`config.mk`:
```
export PLATFORM = sky130hd
export DESIGN_NAME = acs_sequencer
export DESIGN_NICKNAME = d
export VERILOG_FILES = /design/src/acs_fifo.v /design/src/acs_sequencer.v
export VERILOG_INCLUDE_DIRS = /design/src /design/src/src
export SDC_FILE = /design/constraint.sdc
export NUM_CORES = 1
export LEC_CHECK = 0
export ABC_AREA = 1
export BUFFER_PORTS_ARGS = -buffer_cell sky130_fd_sc_hd__clkbuf_2
export CAP_MARGIN = 30
export CELL_PAD_IN_SITES_DETAIL_PLACEMENT = 0
export CELL_PAD_IN_SITES_GLOBAL_PLACEMENT = 1
export CORE_ASPECT_RATIO = 0.7
export CORE_MARGIN = 1.5
export CORE_UTILIZATION = 30
export DETAILED_ROUTE_END_ITERATION = 7
export HOLD_SLACK_MARGIN = 0.06
export PLACE_DENSITY = 0.58
export RECOVER_POWER = 100
export SYNTH_ARGS = -nofsm -noshare
export SYNTH_HDL_FRONTEND = slang
export SYNTH_SLANG_ARGS = --single-unit
```
`constraint.sdc`:
```
create_clock -name clock -period 9.6 [get_ports clock]
set_clock_uncertainty 0.1 [all_clocks]
set_input_delay 0 -clock clock [delete_from_list [all_inputs] [get_ports clock]]
set_output_delay 0 -clock clock [all_outputs]
set_load 0.02 [all_outputs]
```
`src/acs_map.vh`:
```
// Purpose: constants for the conversion sequencer (bit positions, times, cycle counts)
// Assumes: 200 MHz clock, 5 ns period
// Notes:   least times round up to whole cycles
`ifndef ACS_MAP_VH
`define ACS_MAP_VH

// ******************************************************
// clock
// ******************************************************
`define ACS_CLK_PERIOD_NS   5

// ******************************************************
// status word layout
// ******************************************************
`define ACS_BIT_START       0
`define ACS_BIT_BUSY        1
`define ACS_BIT_EXT_EN      4
`define ACS_BIT_OVF_EN      5
`define ACS_BIT_INT_EN      6
`define ACS_BIT_DONE        7
`define ACS_CHAN_LSB        8
`define ACS_CHAN_MSB        13
`define ACS_STATUS_RESET    16'h0000
`define ACS_EXP_FIRST_CHAN  6'h10

// ******************************************************
// times in ns, as printed
// ******************************************************
`define ACS_SETTLE_NS       10000
`define ACS_EXP_SETTLE_NS   30000
`define ACS_CONVERT_NS      12000
`define ACS_APER_EXT_NS     200
`define ACS_APER_OVF_NS     165

// ******************************************************
// derived cycle counts (rounded up)
// ******************************************************
`define ACS_CYC(ns)         (((ns) + `ACS_CLK_PERIOD_NS - 1) / `ACS_CLK_PERIOD_NS)
`define ACS_SETTLE_CYC      `ACS_CYC(`ACS_SETTLE_NS)
`define ACS_EXP_SETTLE_CYC  `ACS_CYC(`ACS_EXP_SETTLE_NS)
`define ACS_CONVERT_CYC     `ACS_CYC(`ACS_CONVERT_NS)
`define ACS_APER_EXT_CYC    `ACS_CYC(`ACS_APER_EXT_NS)
`define ACS_APER_OVF_CYC    `ACS_CYC(`ACS_APER_OVF_NS)

// ******************************************************
// interrupt defaults
// ******************************************************
`define ACS_DEF_PRIORITY    3'h6
`define ACS_DEF_VECTOR      9'h0e0

`endif

```
`src/acs_fifo.v`:
```
// Purpose: result buffer, parameterised width and depth
// Assumes: depth is a power of two
// Notes:   read data leave a register one cycle after the pop
`timescale 1ns/1ps
`default_nettype none

module acs_fifo #(
    parameter WIDTH = 12,
    parameter DEPTH = 16,
    parameter AW    = 4
) (
    // clock and reset
    input  wire             clock,
    input  wire             reset,
    // fill side
    input  wire             inValid,
    output wire             inReady,
    input  wire [WIDTH-1:0] inData,
    // drain side
    output wire             outValid,
    input  wire             outReady,
    output reg  [WIDTH-1:0] outData_q,
    // fill level
    output wire [AW:0]      level
);

    reg [WIDTH-1:0] mem [0:DEPTH-1];
    reg [AW:0]      wrPtr_q;
    reg [AW:0]      rdPtr_q;
    wire            doPush;
    wire            doPop;

    assign level    = wrPtr_q - rdPtr_q;
    assign inReady  = (level != DEPTH[AW:0]);
    assign outValid = (level != {(AW+1){1'b0}});
    assign doPush   = inValid & inReady;
    assign doPop    = outReady & outValid;

    always @(posedge clock) begin
        if (doPush) begin
            mem[wrPtr_q[AW-1:0]] <= inData;
        end
    end

    always @(posedge clock) begin
        if (reset) begin
            wrPtr_q   <= {(AW+1){1'b0}};
            rdPtr_q   <= {(AW+1){1'b0}};
            outData_q <= {WIDTH{1'b0}};
        end else begin
            if (doPush) begin
                wrPtr_q <= wrPtr_q + 1'b1;
            end
            if (doPop) begin
                rdPtr_q   <= rdPtr_q + 1'b1;
                outData_q <= mem[rdPtr_q[AW-1:0]];
            end
        end
    end

endmodule // acs_fifo
`default_nettype wire

```
`src/acs_sequencer.v`:
```
// Purpose: conversion sequencer for a 12-bit converter with input multiplexer
// Assumes: converter data pins stable at the end of conversion time
// Notes:   control and status are plain ports, no bus
// Function
// (RQ1) wait 10 us settling after a new base channel is selected
// (RQ2) software start bit begins a conversion at once
// (RQ3) with overflow enable set, each clock overflow starts a conversion
// (RQ4) with external enable set, external start input starts a conversion
// (RQ5) each conversion takes about 12 us before result is available
// (RQ6) finished conversion sets the completion flag in the status word
// (RQ7) results are held in a buffer so new conversions may start early
// (RQ8) buffer address write goes to test DAC, read returns converted value
// (RQ9) test buffer data drive an 8-bit test DAC
// (RQ10) software waits about 30 us after loading test DAC before reading
// (RQ11) interrupt request only with enable set, raised when completion flag set
// (RQ12) priority defaults to 6 and vector to 340, changeable by straps
// (RQ13) selected input becomes a 12-bit result
// (RQ14) eight differential or sixteen single-ended base channels, one converted at once
// (RQ15) channels 20 to 77 are activated on the expander multiplexer
// (RQ16) expander channels wait 30 us before converting
// (RQ17) sample 200 ns after external start, 165 ns after overflow
// (RQ18) any enabled source triggers; starts during a conversion are ignored
`timescale 1ns/1ps
`default_nettype none
`include "acs_map.vh"

module acs_sequencer #(
    parameter SETTLE_CYCLES     = `ACS_SETTLE_CYC,
    parameter EXP_SETTLE_CYCLES = `ACS_EXP_SETTLE_CYC,
    parameter FIFO_DEPTH        = 16,
    parameter FIFO_AW           = 4
) (
    // clock and reset
    input  wire        clock,
    input  wire        reset,
    // status word
    input  wire        statusWrite,
    input  wire [15:0] statusWrData,
    output wire [15:0] statusRdData,
    // buffer address
    input  wire        bufferRead,
    output wire [11:0] bufferRdData,
    input  wire        testDacWrite,
    input  wire [7:0]  testDacWrData,
    // interrupt
    output wire        bus_request_line,
    output reg  [2:0]  intPriority_q,
    output reg  [8:0]  intVector_q,
    input  wire        strapOverride,
    input  wire [2:0]  strapPriority,
    input  wire [8:0]  strapVector,
    // trigger pins
    input  wire        externalStart,
    input  wire        clockOverflow,
    // front end
    input  wire        diffModeSwitch,
    output reg  [3:0]  baseMuxSel_q,
    output reg         baseMuxEnable_q,
    output reg  [5:0]  expMuxSel_q,
    output reg         expMuxEnable_q,
    output reg         sampleHold_q,
    output reg         convertActive_q,
    input  wire [11:0] adcData,
    output reg  [7:0]  testDac_q
);

    // ******************************************************
    // state codes and widths
    // ******************************************************
    localparam S_IDLE = 2'h0;
    localparam S_APER = 2'h1;
    localparam S_CONV = 2'h2;
    localparam S_PUSH = 2'h3;
    localparam [15:0] CONV_CYC  = `ACS_CONVERT_CYC;
    localparam [15:0] APER_EXT  = `ACS_APER_EXT_CYC;
    localparam [15:0] APER_OVF  = `ACS_APER_OVF_CYC;
    localparam [15:0] SETTLE    = SETTLE_CYCLES;
    localparam [15:0] EXPSETTLE = EXP_SETTLE_CYCLES;

    function isExpander;
        input [5:0] chan;
        begin
            isExpander = (chan >= `ACS_EXP_FIRST_CHAN);
        end
    endfunction

    // ******************************************************
    // pin synchronisers
    // ******************************************************
    reg  [14:0] syncA_q;
    reg  [14:0] syncB_q;
    reg         extPrev_q;
    reg         ovfPrev_q;
    wire        extSync;
    wire        ovfSync;
    wire        diffSync;
    wire [11:0] adcSync;

    always @(posedge clock) begin
        if (reset) begin
            syncA_q   <= 15'h0000;
            syncB_q   <= 15'h0000;
            extPrev_q <= 1'b0;
            ovfPrev_q <= 1'b0;
        end else begin
            syncA_q   <= {diffModeSwitch, clockOverflow, externalStart, adcData};
            syncB_q   <= syncA_q;
            extPrev_q <= extSync;
            ovfPrev_q <= ovfSync;
        end
    end

    assign adcSync  = syncB_q[11:0];
    assign extSync  = syncB_q[12];
    assign ovfSync  = syncB_q[13];
    assign diffSync = syncB_q[14];

    // ******************************************************
    // status word and control bits
    // ******************************************************
    reg        extEn_q;
    reg        ovfEn_q;
    reg        intEn_q;
    reg        done_q;
    reg  [5:0] chan_q;
    reg  [1:0] state_q;
    reg  [1:0] state_d;
    reg [15:0] settleCnt_q;
    reg [15:0] phaseCnt_q;
    reg [15:0] phaseCnt_d;
    reg        pending_q;
    reg [15:0] pendAper_q;
    reg [11:0] result_q;
    wire       busy;
    wire       newChan;
    wire [5:0] wrChan;
    wire       swStart;
    wire       extStartEv;
    wire       ovfStartEv;
    wire       anyStart;
    wire [15:0] startAper;
    wire       finish;
    wire       fifoReady;
    wire       fifoValid;
    wire [FIFO_AW:0] fifoLevel;

    assign wrChan  = statusWrData[`ACS_CHAN_MSB:`ACS_CHAN_LSB];
    assign newChan = statusWrite & (wrChan != chan_q);
    assign busy    = (state_q != S_IDLE);

    // (RQ2) software start bit
    assign swStart    = statusWrite & statusWrData[`ACS_BIT_START];
    // (RQ4) gated external start
    assign extStartEv = extEn_q & extSync & ~extPrev_q;
    // (RQ3) gated clock overflow
    assign ovfStartEv = ovfEn_q & ovfSync & ~ovfPrev_q;
    // (RQ18) any enabled source, a full buffer refuses new starts
    assign anyStart   = (swStart | extStartEv | ovfStartEv) & ~busy & ~pending_q & fifoReady;
    // (RQ17) aperture delay per source
    assign startAper  = extStartEv ? APER_EXT : (ovfStartEv ? APER_OVF : 16'h0001);

    always @(posedge clock) begin
        if (reset) begin
            extEn_q <= 1'b0;
            ovfEn_q <= 1'b0;
            intEn_q <= 1'b0;
            chan_q  <= 6'h00;
        end else if (statusWrite) begin
            extEn_q <= statusWrData[`ACS_BIT_EXT_EN];
            ovfEn_q <= statusWrData[`ACS_BIT_OVF_EN];
            intEn_q <= statusWrData[`ACS_BIT_INT_EN];
            chan_q  <= wrChan;
        end
    end

    // (RQ6) completion flag, set wins over clear
    always @(posedge clock) begin
        if (reset) begin
            done_q <= 1'b0;
        end else if (finish) begin
            done_q <= 1'b1;
        end else if (bufferRead && fifoLevel <= {{FIFO_AW{1'b0}}, 1'b1}) begin
            done_q <= 1'b0;
        end else if (statusWrite && !statusWrData[`ACS_BIT_DONE]) begin
            done_q <= 1'b0;
        end
    end

    assign statusRdData = {2'h0, chan_q, done_q, intEn_q, ovfEn_q, extEn_q, 2'h0, busy, 1'b0};

    // ******************************************************
    // channel select and settling
    // ******************************************************
    // (RQ14) base channel, differential mode folds to eight pairs
    // (RQ15) high channels go to the expander
    always @(posedge clock) begin
        if (reset) begin
            baseMuxSel_q    <= 4'h0;
            baseMuxEnable_q <= 1'b0;
            expMuxSel_q     <= 6'h00;
            expMuxEnable_q  <= 1'b0;
        end else begin
            baseMuxSel_q    <= diffSync ? {1'b0, chan_q[2:0]} : chan_q[3:0];
            baseMuxEnable_q <= ~isExpander(chan_q);
            expMuxSel_q     <= chan_q - `ACS_EXP_FIRST_CHAN;
            expMuxEnable_q  <= isExpander(chan_q);
        end
    end

    // (RQ1) settle after base select
    // (RQ16) longer settle for expander
    always @(posedge clock) begin
        if (reset) begin
            settleCnt_q <= 16'h0000;
        end else if (newChan) begin
            settleCnt_q <= isExpander(wrChan) ? EXPSETTLE : SETTLE;
        end else if (settleCnt_q != 16'h0000) begin
            settleCnt_q <= settleCnt_q - 16'h0001;
        end
    end

    // a start taken while settling waits for the mux, not dropped
    always @(posedge clock) begin
        if (reset) begin
            pending_q  <= 1'b0;
            pendAper_q <= 16'h0001;
        end else if (anyStart && (settleCnt_q != 16'h0000 || newChan)) begin
            pending_q  <= 1'b1;
            pendAper_q <= startAper;
        end else if (pending_q && settleCnt_q == 16'h0000 && !newChan) begin
            pending_q  <= 1'b0;
        end
    end

    // ******************************************************
    // conversion sequence
    // ******************************************************
    always @* begin
        state_d    = state_q;
        phaseCnt_d = phaseCnt_q;
        case (state_q)
            S_IDLE: begin
                if (pending_q && settleCnt_q == 16'h0000 && !newChan) begin
                    state_d    = S_APER;
                    phaseCnt_d = pendAper_q;
                end else if (anyStart && settleCnt_q == 16'h0000 && !newChan) begin
                    state_d    = S_APER;
                    phaseCnt_d = startAper;
                end
            end
            S_APER: begin
                if (phaseCnt_q <= 16'h0001) begin
                    state_d    = S_CONV;
                    phaseCnt_d = CONV_CYC;
                end else begin
                    phaseCnt_d = phaseCnt_q - 16'h0001;
                end
            end
            // (RQ5) fixed conversion time
            S_CONV: begin
                if (phaseCnt_q <= 16'h0001) begin
                    state_d = S_PUSH;
                end else begin
                    phaseCnt_d = phaseCnt_q - 16'h0001;
                end
            end
            S_PUSH: begin
                if (fifoReady) begin
                    state_d = S_IDLE;
                end
            end
            default: begin
                state_d = S_IDLE;
            end
        endcase
    end

    always @(posedge clock) begin
        if (reset) begin
            state_q    <= S_IDLE;
            phaseCnt_q <= 16'h0000;
        end else begin
            state_q    <= state_d;
            phaseCnt_q <= phaseCnt_d;
        end
    end

    // (RQ17) hold pulse at the end of the aperture
    always @(posedge clock) begin
        if (reset) begin
            sampleHold_q    <= 1'b0;
            convertActive_q <= 1'b0;
        end else begin
            sampleHold_q    <= (state_q == S_APER) && (state_d == S_CONV);
            convertActive_q <= (state_d == S_CONV);
        end
    end

    // (RQ13) capture the 12-bit word as conversion ends
    always @(posedge clock) begin
        if (reset) begin
            result_q <= 12'h000;
        end else if (state_q == S_CONV && state_d == S_PUSH) begin
            result_q <= adcSync;
        end
    end

    assign finish = (state_q == S_PUSH) & fifoReady;

    // ******************************************************
    // result buffer and test DAC
    // ******************************************************
    // (RQ7) queued results allow early restart
    // (RQ8) reads pop the converted value
    acs_fifo #(
        .WIDTH (12),
        .DEPTH (FIFO_DEPTH),
        .AW    (FIFO_AW)
    ) resultFifo (
        .clock     (clock),
        .reset     (reset),
        .inValid   (state_q == S_PUSH),
        .inReady   (fifoReady),
        .inData    (result_q),
        .outValid  (fifoValid),
        .outReady  (bufferRead),
        .outData_q (bufferRdData),
        .level     (fifoLevel)
    );

    // (RQ9) write side drives the test DAC
    always @(posedge clock) begin
        if (reset) begin
            testDac_q <= 8'h00;
        end else if (testDacWrite) begin
            testDac_q <= testDacWrData;
        end
    end

    // ******************************************************
    // interrupt
    // ******************************************************
    // (RQ11) request gated by enable
    assign bus_request_line = intEn_q & done_q;

    // (RQ12) defaults or straps, caught while reset is held
    always @(posedge clock) begin
        if (reset) begin
            intPriority_q <= strapOverride ? strapPriority : `ACS_DEF_PRIORITY;
            intVector_q   <= strapOverride ? strapVector : `ACS_DEF_VECTOR;
        end
    end

endmodule // acs_sequencer
`default_nettype wire

```
=== Word-level counts from Yosys, hierarchy flattened ===
Memory sizes are Yosys's and may differ from the RTL's. A register that Yosys moved wholly into a read port is not among the register bits.
Index checks and enable logic that the tools add are counted.

* Memory bits (writable): 192
* Input port bits: 57
* Memories: 1
* Register bits: 149
* Output and inout port bits: 63
* Word-level logic and storage cells: 112

* Bitwise gates (word level): 19
* Equal/unequal tests: 9
* Add/sub/neg operators: 6
* Reduce and logical (&&, ||, !) cells: 23
* Magnitude comparators: 4
* Muxes and demuxes: 23

{| class="wikitable"
|+ Memories
! memory !! depth !! width !! rd ports !! clocked after memory_dff !! wr ports !! RTL line !! text
|-
| resultFifo.mem || 16 || 12 || 1 || 1 || 1 || acs_fifo.v:27 || <nowiki>reg [WIDTH-1:0] mem [0:DEPTH-1];</nowiki>
|}

{| class="wikitable"
|+ Operators with widths
! cell !! number
|-
| $mux 16 || 6
|-
| $pmux 16 s3 || 1
|-
| $sub 16x1->16 const B || 2
|-
| $le 16x1->1 const B || 1
|-
| $logic_not 16->1 || 1
|-
| $reduce_bool 16->1 || 1
|-
| $mux 13 || 1
|-
| $and 1x1->1 || 12
|-
| $ge 6x5->1 const B || 2
|-
| $mux 6 || 2
|-
| $add 5x1->5 const B || 2
|-
| $mux 2 || 5
|-
| $logic_and 1x1->1 || 9
|-
| $eq 2x2->1 const B || 4
|-
| $pmux 2 s4 || 1
|-
| $mux 1 || 7
|-
| $ne 6x6->1 || 1
|-
| $reduce_bool 2->1 || 3
|-
| $reduce_bool 3->1 || 2
|-
| $sub 6x5->6 const B || 1
|-
| $le 5x1->1 const B || 1
|-
| $ne 5x5->1 const B || 1
|-
| $not 1->1 || 5
|-
| $reduce_bool 5->1 || 1
|-
| other kinds (10) || 12
|}

=== Depth between registers and ports, before layout ===
* Word-level depth: 14
* Gate-level depth with buffers: 20
* Depth with buffers taken out: 18

=== Modules after synthesis ===
From an unflattened synthesis, not the netlist that was laid out.

* Cell total of the unflattened synthesis: 1634
* Area total of the unflattened synthesis: 14661.6 sq um

{| class="wikitable"
|+ By module, submodules not included
! module !! cells each !! times used !! area each (sq um)
|-
| acs_fifo || 891 || 1 || 9096.2
|-
| acs_sequencer || 743 || 1 || 5565.3
|}

=== Worst setup path before layout ===
No wires, ideal clock.

* Path kind: register -> register
* Start point: register resultFifo.rdPtr_q[2]
* End point: register resultFifo.wrPtr_q[4]
* Clock period less this slack: 3.153 ns
* Buffers on the path: 2
* Required time: 9.385 ns
* Slack: 6.447 ns
* Data arrival time: 2.937 ns
* Stages on the path, launching flop included: 17
* Library setup time: 0.115 ns
* Cells stage by stage: dfxtp_1 > clkbuf_1 > inv_1 > clkbuf_1 > ha_1 > a21oi_1 > nand3_1 > nand3_1 > nor2_1 > nand2_1 > nand2_1 > inv_1 > nand2_1 > nor2_1 > nand2_1 > nand2_1 > o21ba_2

* Cells in the longest elaborated chain, start to end: 3

{| class="wikitable"
|+ Ends and longest elaborated chain
! what !! RTL line !! text
|-
| start: declaration || acs_fifo.v:29 || <nowiki>reg [AW:0] rdPtr_q;</nowiki>
|-
| start signal: assignment || acs_fifo.v:48 || <nowiki>rdPtr_q <= {(AW+1){1'b0}};</nowiki>
|-
| start signal: assignment || acs_fifo.v:55 || <nowiki>rdPtr_q <= rdPtr_q + 1'b1;</nowiki>
|-
| $sub 5x5->5 || acs_fifo.v:33 || <nowiki>assign level = wrPtr_q - rdPtr_q;</nowiki>
|-
| $ne 5x5->1 || acs_fifo.v:34 || <nowiki>assign inReady = (level != DEPTH[AW:0]);</nowiki>
|-
| $and 1x1->1 || acs_fifo.v:36 || <nowiki>assign doPush = inValid & inReady;</nowiki>
|-
| end signal: assignment || acs_fifo.v:47 || <nowiki>wrPtr_q <= {(AW+1){1'b0}};</nowiki>
|-
| end signal: assignment || acs_fifo.v:52 || <nowiki>wrPtr_q <= wrPtr_q + 1'b1;</nowiki>
|-
| end: declaration || acs_fifo.v:28 || <nowiki>reg [AW:0] wrPtr_q;</nowiki>
|}

Every way passes these cells.
A chain may end at the register's enable or synchronous reset.

=== Final worst setup path ===
* Start point: register resultFifo.rdPtr_q[1]
* End point: register phaseCnt_q[2]

* Cells in the longest elaborated chain, start to end: 7

{| class="wikitable"
|+ Ends and longest elaborated chain
! what !! RTL line !! text
|-
| $sub 5x5->5 || acs_fifo.v:33 ||
|-
| $ne 5x5->1 || acs_fifo.v:34 ||
|-
| $and 1x1->1 || acs_sequencer.v:158 || <nowiki>assign anyStart = (swStart | extStartEv | ovfStartEv) & ~busy & ~pending_q & fifoReady;</nowiki>
|-
| $logic_and 1x1->1 (2 in a row) || acs_sequencer.v:246 || <nowiki>end else if (anyStart && settleCnt_q == 16'h0000 && !newChan) begin</nowiki>
|-
| $ne 3x3->1 (no line) || n/a ||
|-
| $reduce_and 3->1 (no line) || n/a ||
|-
| end signal: assignment || acs_sequencer.v:284 || <nowiki>phaseCnt_q <= phaseCnt_d;</nowiki>
|-
| end: declaration || acs_sequencer.v:129 || <nowiki>reg [15:0] phaseCnt_q;</nowiki>
|}

Every way passes these cells.

==> flow_summary.html <==
<table>
<tr><th>Metric</th><th>Value</th></tr>
<tr><th colspan="2">Detailed routing</th></tr>
<tr><td>Total Routed Length</td><td>between 30000 and 40000 um</td></tr>
<tr><td>Routed wirelength normalized by instance count</td><td>about 16 um</td></tr>
<tr><td>Vias post-DR</td><td>10010</td></tr>
<tr><td>DRC violations left</td><td>0</td></tr>
<tr><td>Drt first-iter violations</td><td>just over 600</td></tr>
<tr><td>Number of detailed-routing iterations run before antenna repair</td><td>5</td></tr>
<tr><td>Antenna-violating nets left</td><td>0</td></tr>
<tr><td>Post-DR vias/cell</td><td>around 4.6</td></tr>
<tr><th colspan="2">Worst setup path</th></tr>
<tr><td>Critical path arrival</td><td>5750 ps</td></tr>
<tr><td>CP Cell Sequence</td><td>clkbuf_1, fa_1, nand3b_1, nand2_1, xor2_1, nand2_1, nand2_1, nand2_1, nand3_1, o21ai_0, inv_1, nand2_1, a21oi_1</td></tr>
<tr><td>Maximum fanout encountered on the critical timing path</td><td>33</td></tr>
<tr><td>Category of the most critical setup path</td><td>flip-flop to flip-flop</td></tr>
<tr><td>CP Launch Type</td><td>flip-flop</td></tr>
<tr><td>Launch point of the worst reg-to-reg path</td><td>resultFifo.rdPtr_q[1]$_SDFFE_PP0P_</td></tr>
<tr><td>Required time of the critical path</td><td>just under 10000 ps</td></tr>
<tr><td>Largest stage delay on the critical path</td><td>roughly 1300 ps</td></tr>
<tr><td>Cell with the largest stage delay on the worst path</td><td>clkbuf_1</td></tr>
<tr><td>Top delay family on crit path</td><td>buffers and inverters</td></tr>
<tr><td>Critical path's most frequent cell</td><td>nand2_1</td></tr>
<tr><td>Endpoint type of the worst setup path</td><td>flip-flop</td></tr>
<tr><td>Source of the critical timing path</td><td>resultFifo.rdPtr_q[1]$_SDFFE_PP0P_</td></tr>
<tr><td>Buffers &amp; Inverters on Critical Path</td><td>2</td></tr>
<tr><th colspan="2">GRT</th></tr>
<tr><td>Antenna violations before repair</td><td>0</td></tr>
<tr><td>Maximum number of pins on one net before global-route repair</td><td>71</td></tr>
<tr><td>Vias in the first global route</td><td>a little under 10000</td></tr>
<tr><td>GRT Total Usage</td><td>approximately 15%</td></tr>
<tr><td>Remaining global-route overflow</td><td>0</td></tr>
<tr><td>Wire length of the first global-routing pass</td><td>54190 um</td></tr>
<tr><th colspan="2">Die</th></tr>
<tr><td>Count of boundary I/O pins</td><td>120</td></tr>
<tr><td>Die X-Extent</td><td>roughly 260 um</td></tr>
<tr><td>DIE HEIGHT</td><td>approximately 180 um</td></tr>
<tr><td>Starting Density</td><td>between 30 and 40%</td></tr>
<tr><td>Core Area</td><td>45140 sq um</td></tr>
<tr><td>Die area</td><td>around 47000 sq um</td></tr>
<tr><td>Floorplan row count</td><td>65</td></tr>
<tr><th colspan="2">Pwr</th></tr>
<tr><td>Proportion of power drawn by combinational gates</td><td>about a tenth</td></tr>
<tr><td>Leak Pwr</td><td>approximately 6.0 nW</td></tr>
<tr><td>Internal power of the cells</td><td>around 2.5 mW</td></tr>
<tr><td>Sequential fraction of design power</td><td>around 47%</td></tr>
<tr><td>Fraction of power consumed by the clock network</td><td>approximately 43%</td></tr>
<tr><td>Total power per unit cell area</td><td>197.6 nW/um^2</td></tr>
<tr><td>Worst IR drop on VDD</td><td>roughly 0.000090 V</td></tr>
<tr><td>Reported net switching power</td><td>about 0.83 mW</td></tr>
<tr><td>Switching portion of total power</td><td>around a quarter</td></tr>
<tr><th colspan="2">Timing</th></tr>
<tr><td>Final setup vio count</td><td>0</td></tr>
<tr><td>Worst-margin pin slew</td><td>about 3100 ps</td></tr>
<tr><td>Hold violation count in the final report</td><td>0</td></tr>
<tr><td>Total negative setup slack</td><td>0 ps</td></tr>
<tr><td>Max-slew violation total from the final report</td><td>165</td></tr>
<tr><td>Period utilization</td><td>a little under three fifths</td></tr>
<tr><td>Final min period</td><td>5438 ps</td></tr>
<tr><td>Setup repair after global routing missed its margin</td><td>no</td></tr>
<tr><td>Remaining max-slew budget at the tightest pin</td><td>-108.2%</td></tr>
<tr><td>Highest clock frequency the design can meet</td><td>183.9 MHz</td></tr>
<tr><th colspan="2">Final layout</th></tr>
<tr><td>Post-route cell area</td><td>~17000 sq um</td></tr>
<tr><td>Post-Layout Cell Count</td><td>~2200</td></tr>
<tr><td>Area growth from synthesis to layout</td><td>23.96%</td></tr>
<tr><td>Count of filler cells inserted in the layout</td><td>between 4000 and 5000</td></tr>
<tr><td>Area of all sequential standard cells</td><td>approximately 9000 sq um</td></tr>
<tr><td>Fraction of final layout cells sized beyond drive strength 1</td><td>under 10%</td></tr>
<tr><td>Multi-input combinational cell area</td><td>a little over 4000 sq um</td></tr>
<tr><td>Final net count</td><td>roughly 1600</td></tr>
<tr><th colspan="2">Yosys</th></tr>
<tr><td>Multiplexer area fraction after synthesis</td><td>0%</td></tr>
<tr><td>Yosys Warn Count</td><td>0</td></tr>
<tr><td>Average instance area after synthesis</td><td>between 10 and 15 sq um</td></tr>
<tr><td>Leading register cell type out of synthesis</td><td>edfxtp_1</td></tr>
<tr><td>Post-synthesis async set-or-reset flop share</td><td>0%</td></tr>
<tr><td>Unique cell type count in the Yosys netlist</td><td>52</td></tr>
<tr><td>Area fraction in compound gates after synthesis</td><td>12.02%</td></tr>
<tr><td>Post-synthesis xor/xnor area fraction</td><td>less than 1%</td></tr>
<tr><td>Sequential share of the synthesized area</td><td>between 60% and 70%</td></tr>
<tr><td>Count of flip-flops with a built-in enable after synthesis</td><td>204</td></tr>
<tr><td>Combinational family with the most area after synthesis</td><td>simple AND/OR/NAND/NOR gates</td></tr>
<tr><td>Adder-cell share of the synthesized area</td><td>under 10%</td></tr>
<tr><td>Synth Register Bits</td><td>around 340</td></tr>
<tr><td>Post-Synthesis Cells</td><td>roughly 1300</td></tr>
<tr><td>Netlist Area Pre-Place</td><td>13750 sq um</td></tr>
<tr><td>Simple-gate portion of the synthesized area</td><td>~15%</td></tr>
<tr><th colspan="2">Place</th></tr>
<tr><td>Final HPWL DP</td><td>20720 um</td></tr>
<tr><td>Total of buffers placed on input and output ports</td><td>109</td></tr>
<tr><td>Global placer's final weighted congestion</td><td>0.7366</td></tr>
<tr><td>Post-DP Area</td><td>around 15000 sq um</td></tr>
<tr><td>Number of placed instances with taps included</td><td>approximately 2000</td></tr>
<tr><th colspan="2">Clocking</th></tr>
<tr><td>Number of CTS-inserted buffers</td><td>37</td></tr>
<tr><td>Number of levels in the clock H-tree</td><td>2</td></tr>
<tr><td>Clock tree from TritonCTS</td><td>yes</td></tr>
<tr><td>Cells resized by post-CTS repair</td><td>0</td></tr>
<tr><td>Number of sinks handled by clock tree synthesis</td><td>between 300 and 400</td></tr>
<tr><td>Root buffer selected by CTS</td><td>clkbuf_16</td></tr>
<tr><td>Clock edge transition at the registers on the reported setup and hold paths</td><td>around 70 ps</td></tr>
<tr><td>Clock latency on the worst-skew pair</td><td>about 530 ps</td></tr>
<tr><td>Largest buffer count on any clock path</td><td>3</td></tr>
<tr><th colspan="2">Hold path</th></tr>
<tr><td>Worst hold path class</td><td>input pin to flip-flop</td></tr>
<tr><td>Launch instance of the worst min-delay path</td><td>adcData[4]</td></tr>
<tr><th colspan="2">Run status</th></tr>
<tr><td>Run status</td><td>finished with violations</td></tr>
<tr><td>Failing checks</td><td>capacitance limit, slew limit</td></tr>
<tr><th colspan="2">Job</th></tr>
<tr><td># Max-Cap Violations</td><td>3</td></tr>
</table>
-- layer usage --
metal  part of all wire, %  track usage (%)  wire [um]
met4                   1.6            3.322        559
met5                     0                0          0
met2                    46            23.61      15870
met1                    48            20.07      16500
met3                   3.9            2.778       1340
-- power groups by stage --
stage | Sequential [mW] | Clock [mW] | Combinational, mW
detailed placement | 1.61 | 0 | 0.303
global route | 1.58 | 1.56 | 0.371
floorplan | 1.62 | 0 | 0.191
global placement | 1.61 | 0 | 0.302
CTS | 1.58 | 1.50 | 0.339
finish | 1.58 | 1.46 | 0.328
-- state kept, by name, summed over array words and instances (netlist names), 2 cells and up --
name	flops
syncA_q	15
pendAper_q	3
intPriority_q	3
chan_q	6
settleCnt_q	16
result_q	12
intVector_q	9
syncB_q	15
resultFifo.mem	192
resultFifo.rdPtr_q	5
resultFifo.outData_q	12
state_q	2
expMuxSel_q	4
resultFifo.wrPtr_q	5
baseMuxSel_q	3
phaseCnt_q	16
testDac_q	8
-- layout by cell type (no fill, tap or decap), types with 6 or more instances in the layout --
cell type,count
xor2_1,10
inv_1,123
o211ai_1,6
dlygate4sd3_1,107
nand4_1,7
nor2_2,21
buf_4,6
clkbuf_2,50
a41oi_1,12
nand3_1,41
a21oi_1,45
clkbuf_1,92
nor2_1,237
clkbuf_16,40
o21ai_0,157
edfxtp_1,204
dfxtp_1,132
nor3_1,14
nand2_1,134
o22ai_1,27
ha_1,17
o221ai_1,21
-- layout make-up --
class                   instances  share of cell area [%]
clock buffers                  55                   6.271
inverters                     130                   2.871
multi-input cells             804                   24.07
clock inverters                12                   1.028
repair buffers                241                   9.730
flip-flops and latches        337                   51.59
diodes                          1                 0.01469
well taps                     603                   4.428
-- through the flow --
step                      power, mW  setup slack, ps  utilization (%)  hold WS (ps)
after floorplan               1.813             6447                -         6.967
after global placement        1.910             5734            33.03         102.4
after detailed placement      1.912             5754            33.03         104.3
after CTS                     3.418             5725            38.15         105.5
after global routing          3.514             3654            37.74         133.5
final                         3.366             4162            37.75         122.9
-- worst register-to-register path: stages, from the launching register on --
cell and delay, ps:
dfxtp_1 890, clkbuf_1 1350, fa_1 440, nand3b_1 120, nand2_1 70, xor2_1 170, nand2_1 120, nand2_1 100
nand2_1 90, nand3_1 420, o21ai_0 1050, inv_1 230, nand2_1 120, a21oi_1 40
-- cell families after synthesis --
| kind of cell | Yosys count |
|---|---|
| xor gates and xnor gates | 14 |
| buffers and inverters | 201 |
| DFF | 337 |
| and+or+nand+nor | 481 |
| adders and majority gates | 18 |
| other | 1 |
| AOI/OAI and AO/OA | 286 |
-- cell usage after synthesis, types with 17 or more instances --
library cell  number  area, sq um
a21oi_1           45        225.2
clkbuf_1          49        183.9
dfxtp_1          133         2663
edfxtp_1         204         6126
ha_1              17        212.7
inv_1            123        461.7
nand2_1          130        488.0
nand3_1           40        200.2
nor2_1           236        885.9
nor2_2            21        131.4
o21ai_0          156        780.8
o221ai_1          21        183.9
o22ai_1           27        168.9
-- path summary, 6_finish.rpt --
check	end	slack, ps	depth (start not counted)
setup / recovery	phaseCnt_q[2]$_SDFFE_PP0P_	4160	13
setup reg to reg	phaseCnt_q[2]$_SDFFE_PP0P_	4160	13
hold / removal	syncA_q[4]$_SDFF_PP0_	120	4
hold reg to reg	syncB_q[12]$_SDFF_PP0_	300	2
-- repair_timing --
item | CTS | global route
hold buffers | 107 | 0
setup buffers | 0 | 0
hold endpoints to repair | 86 | 0
No activity file was read; power rests on OpenSTA's default activity.
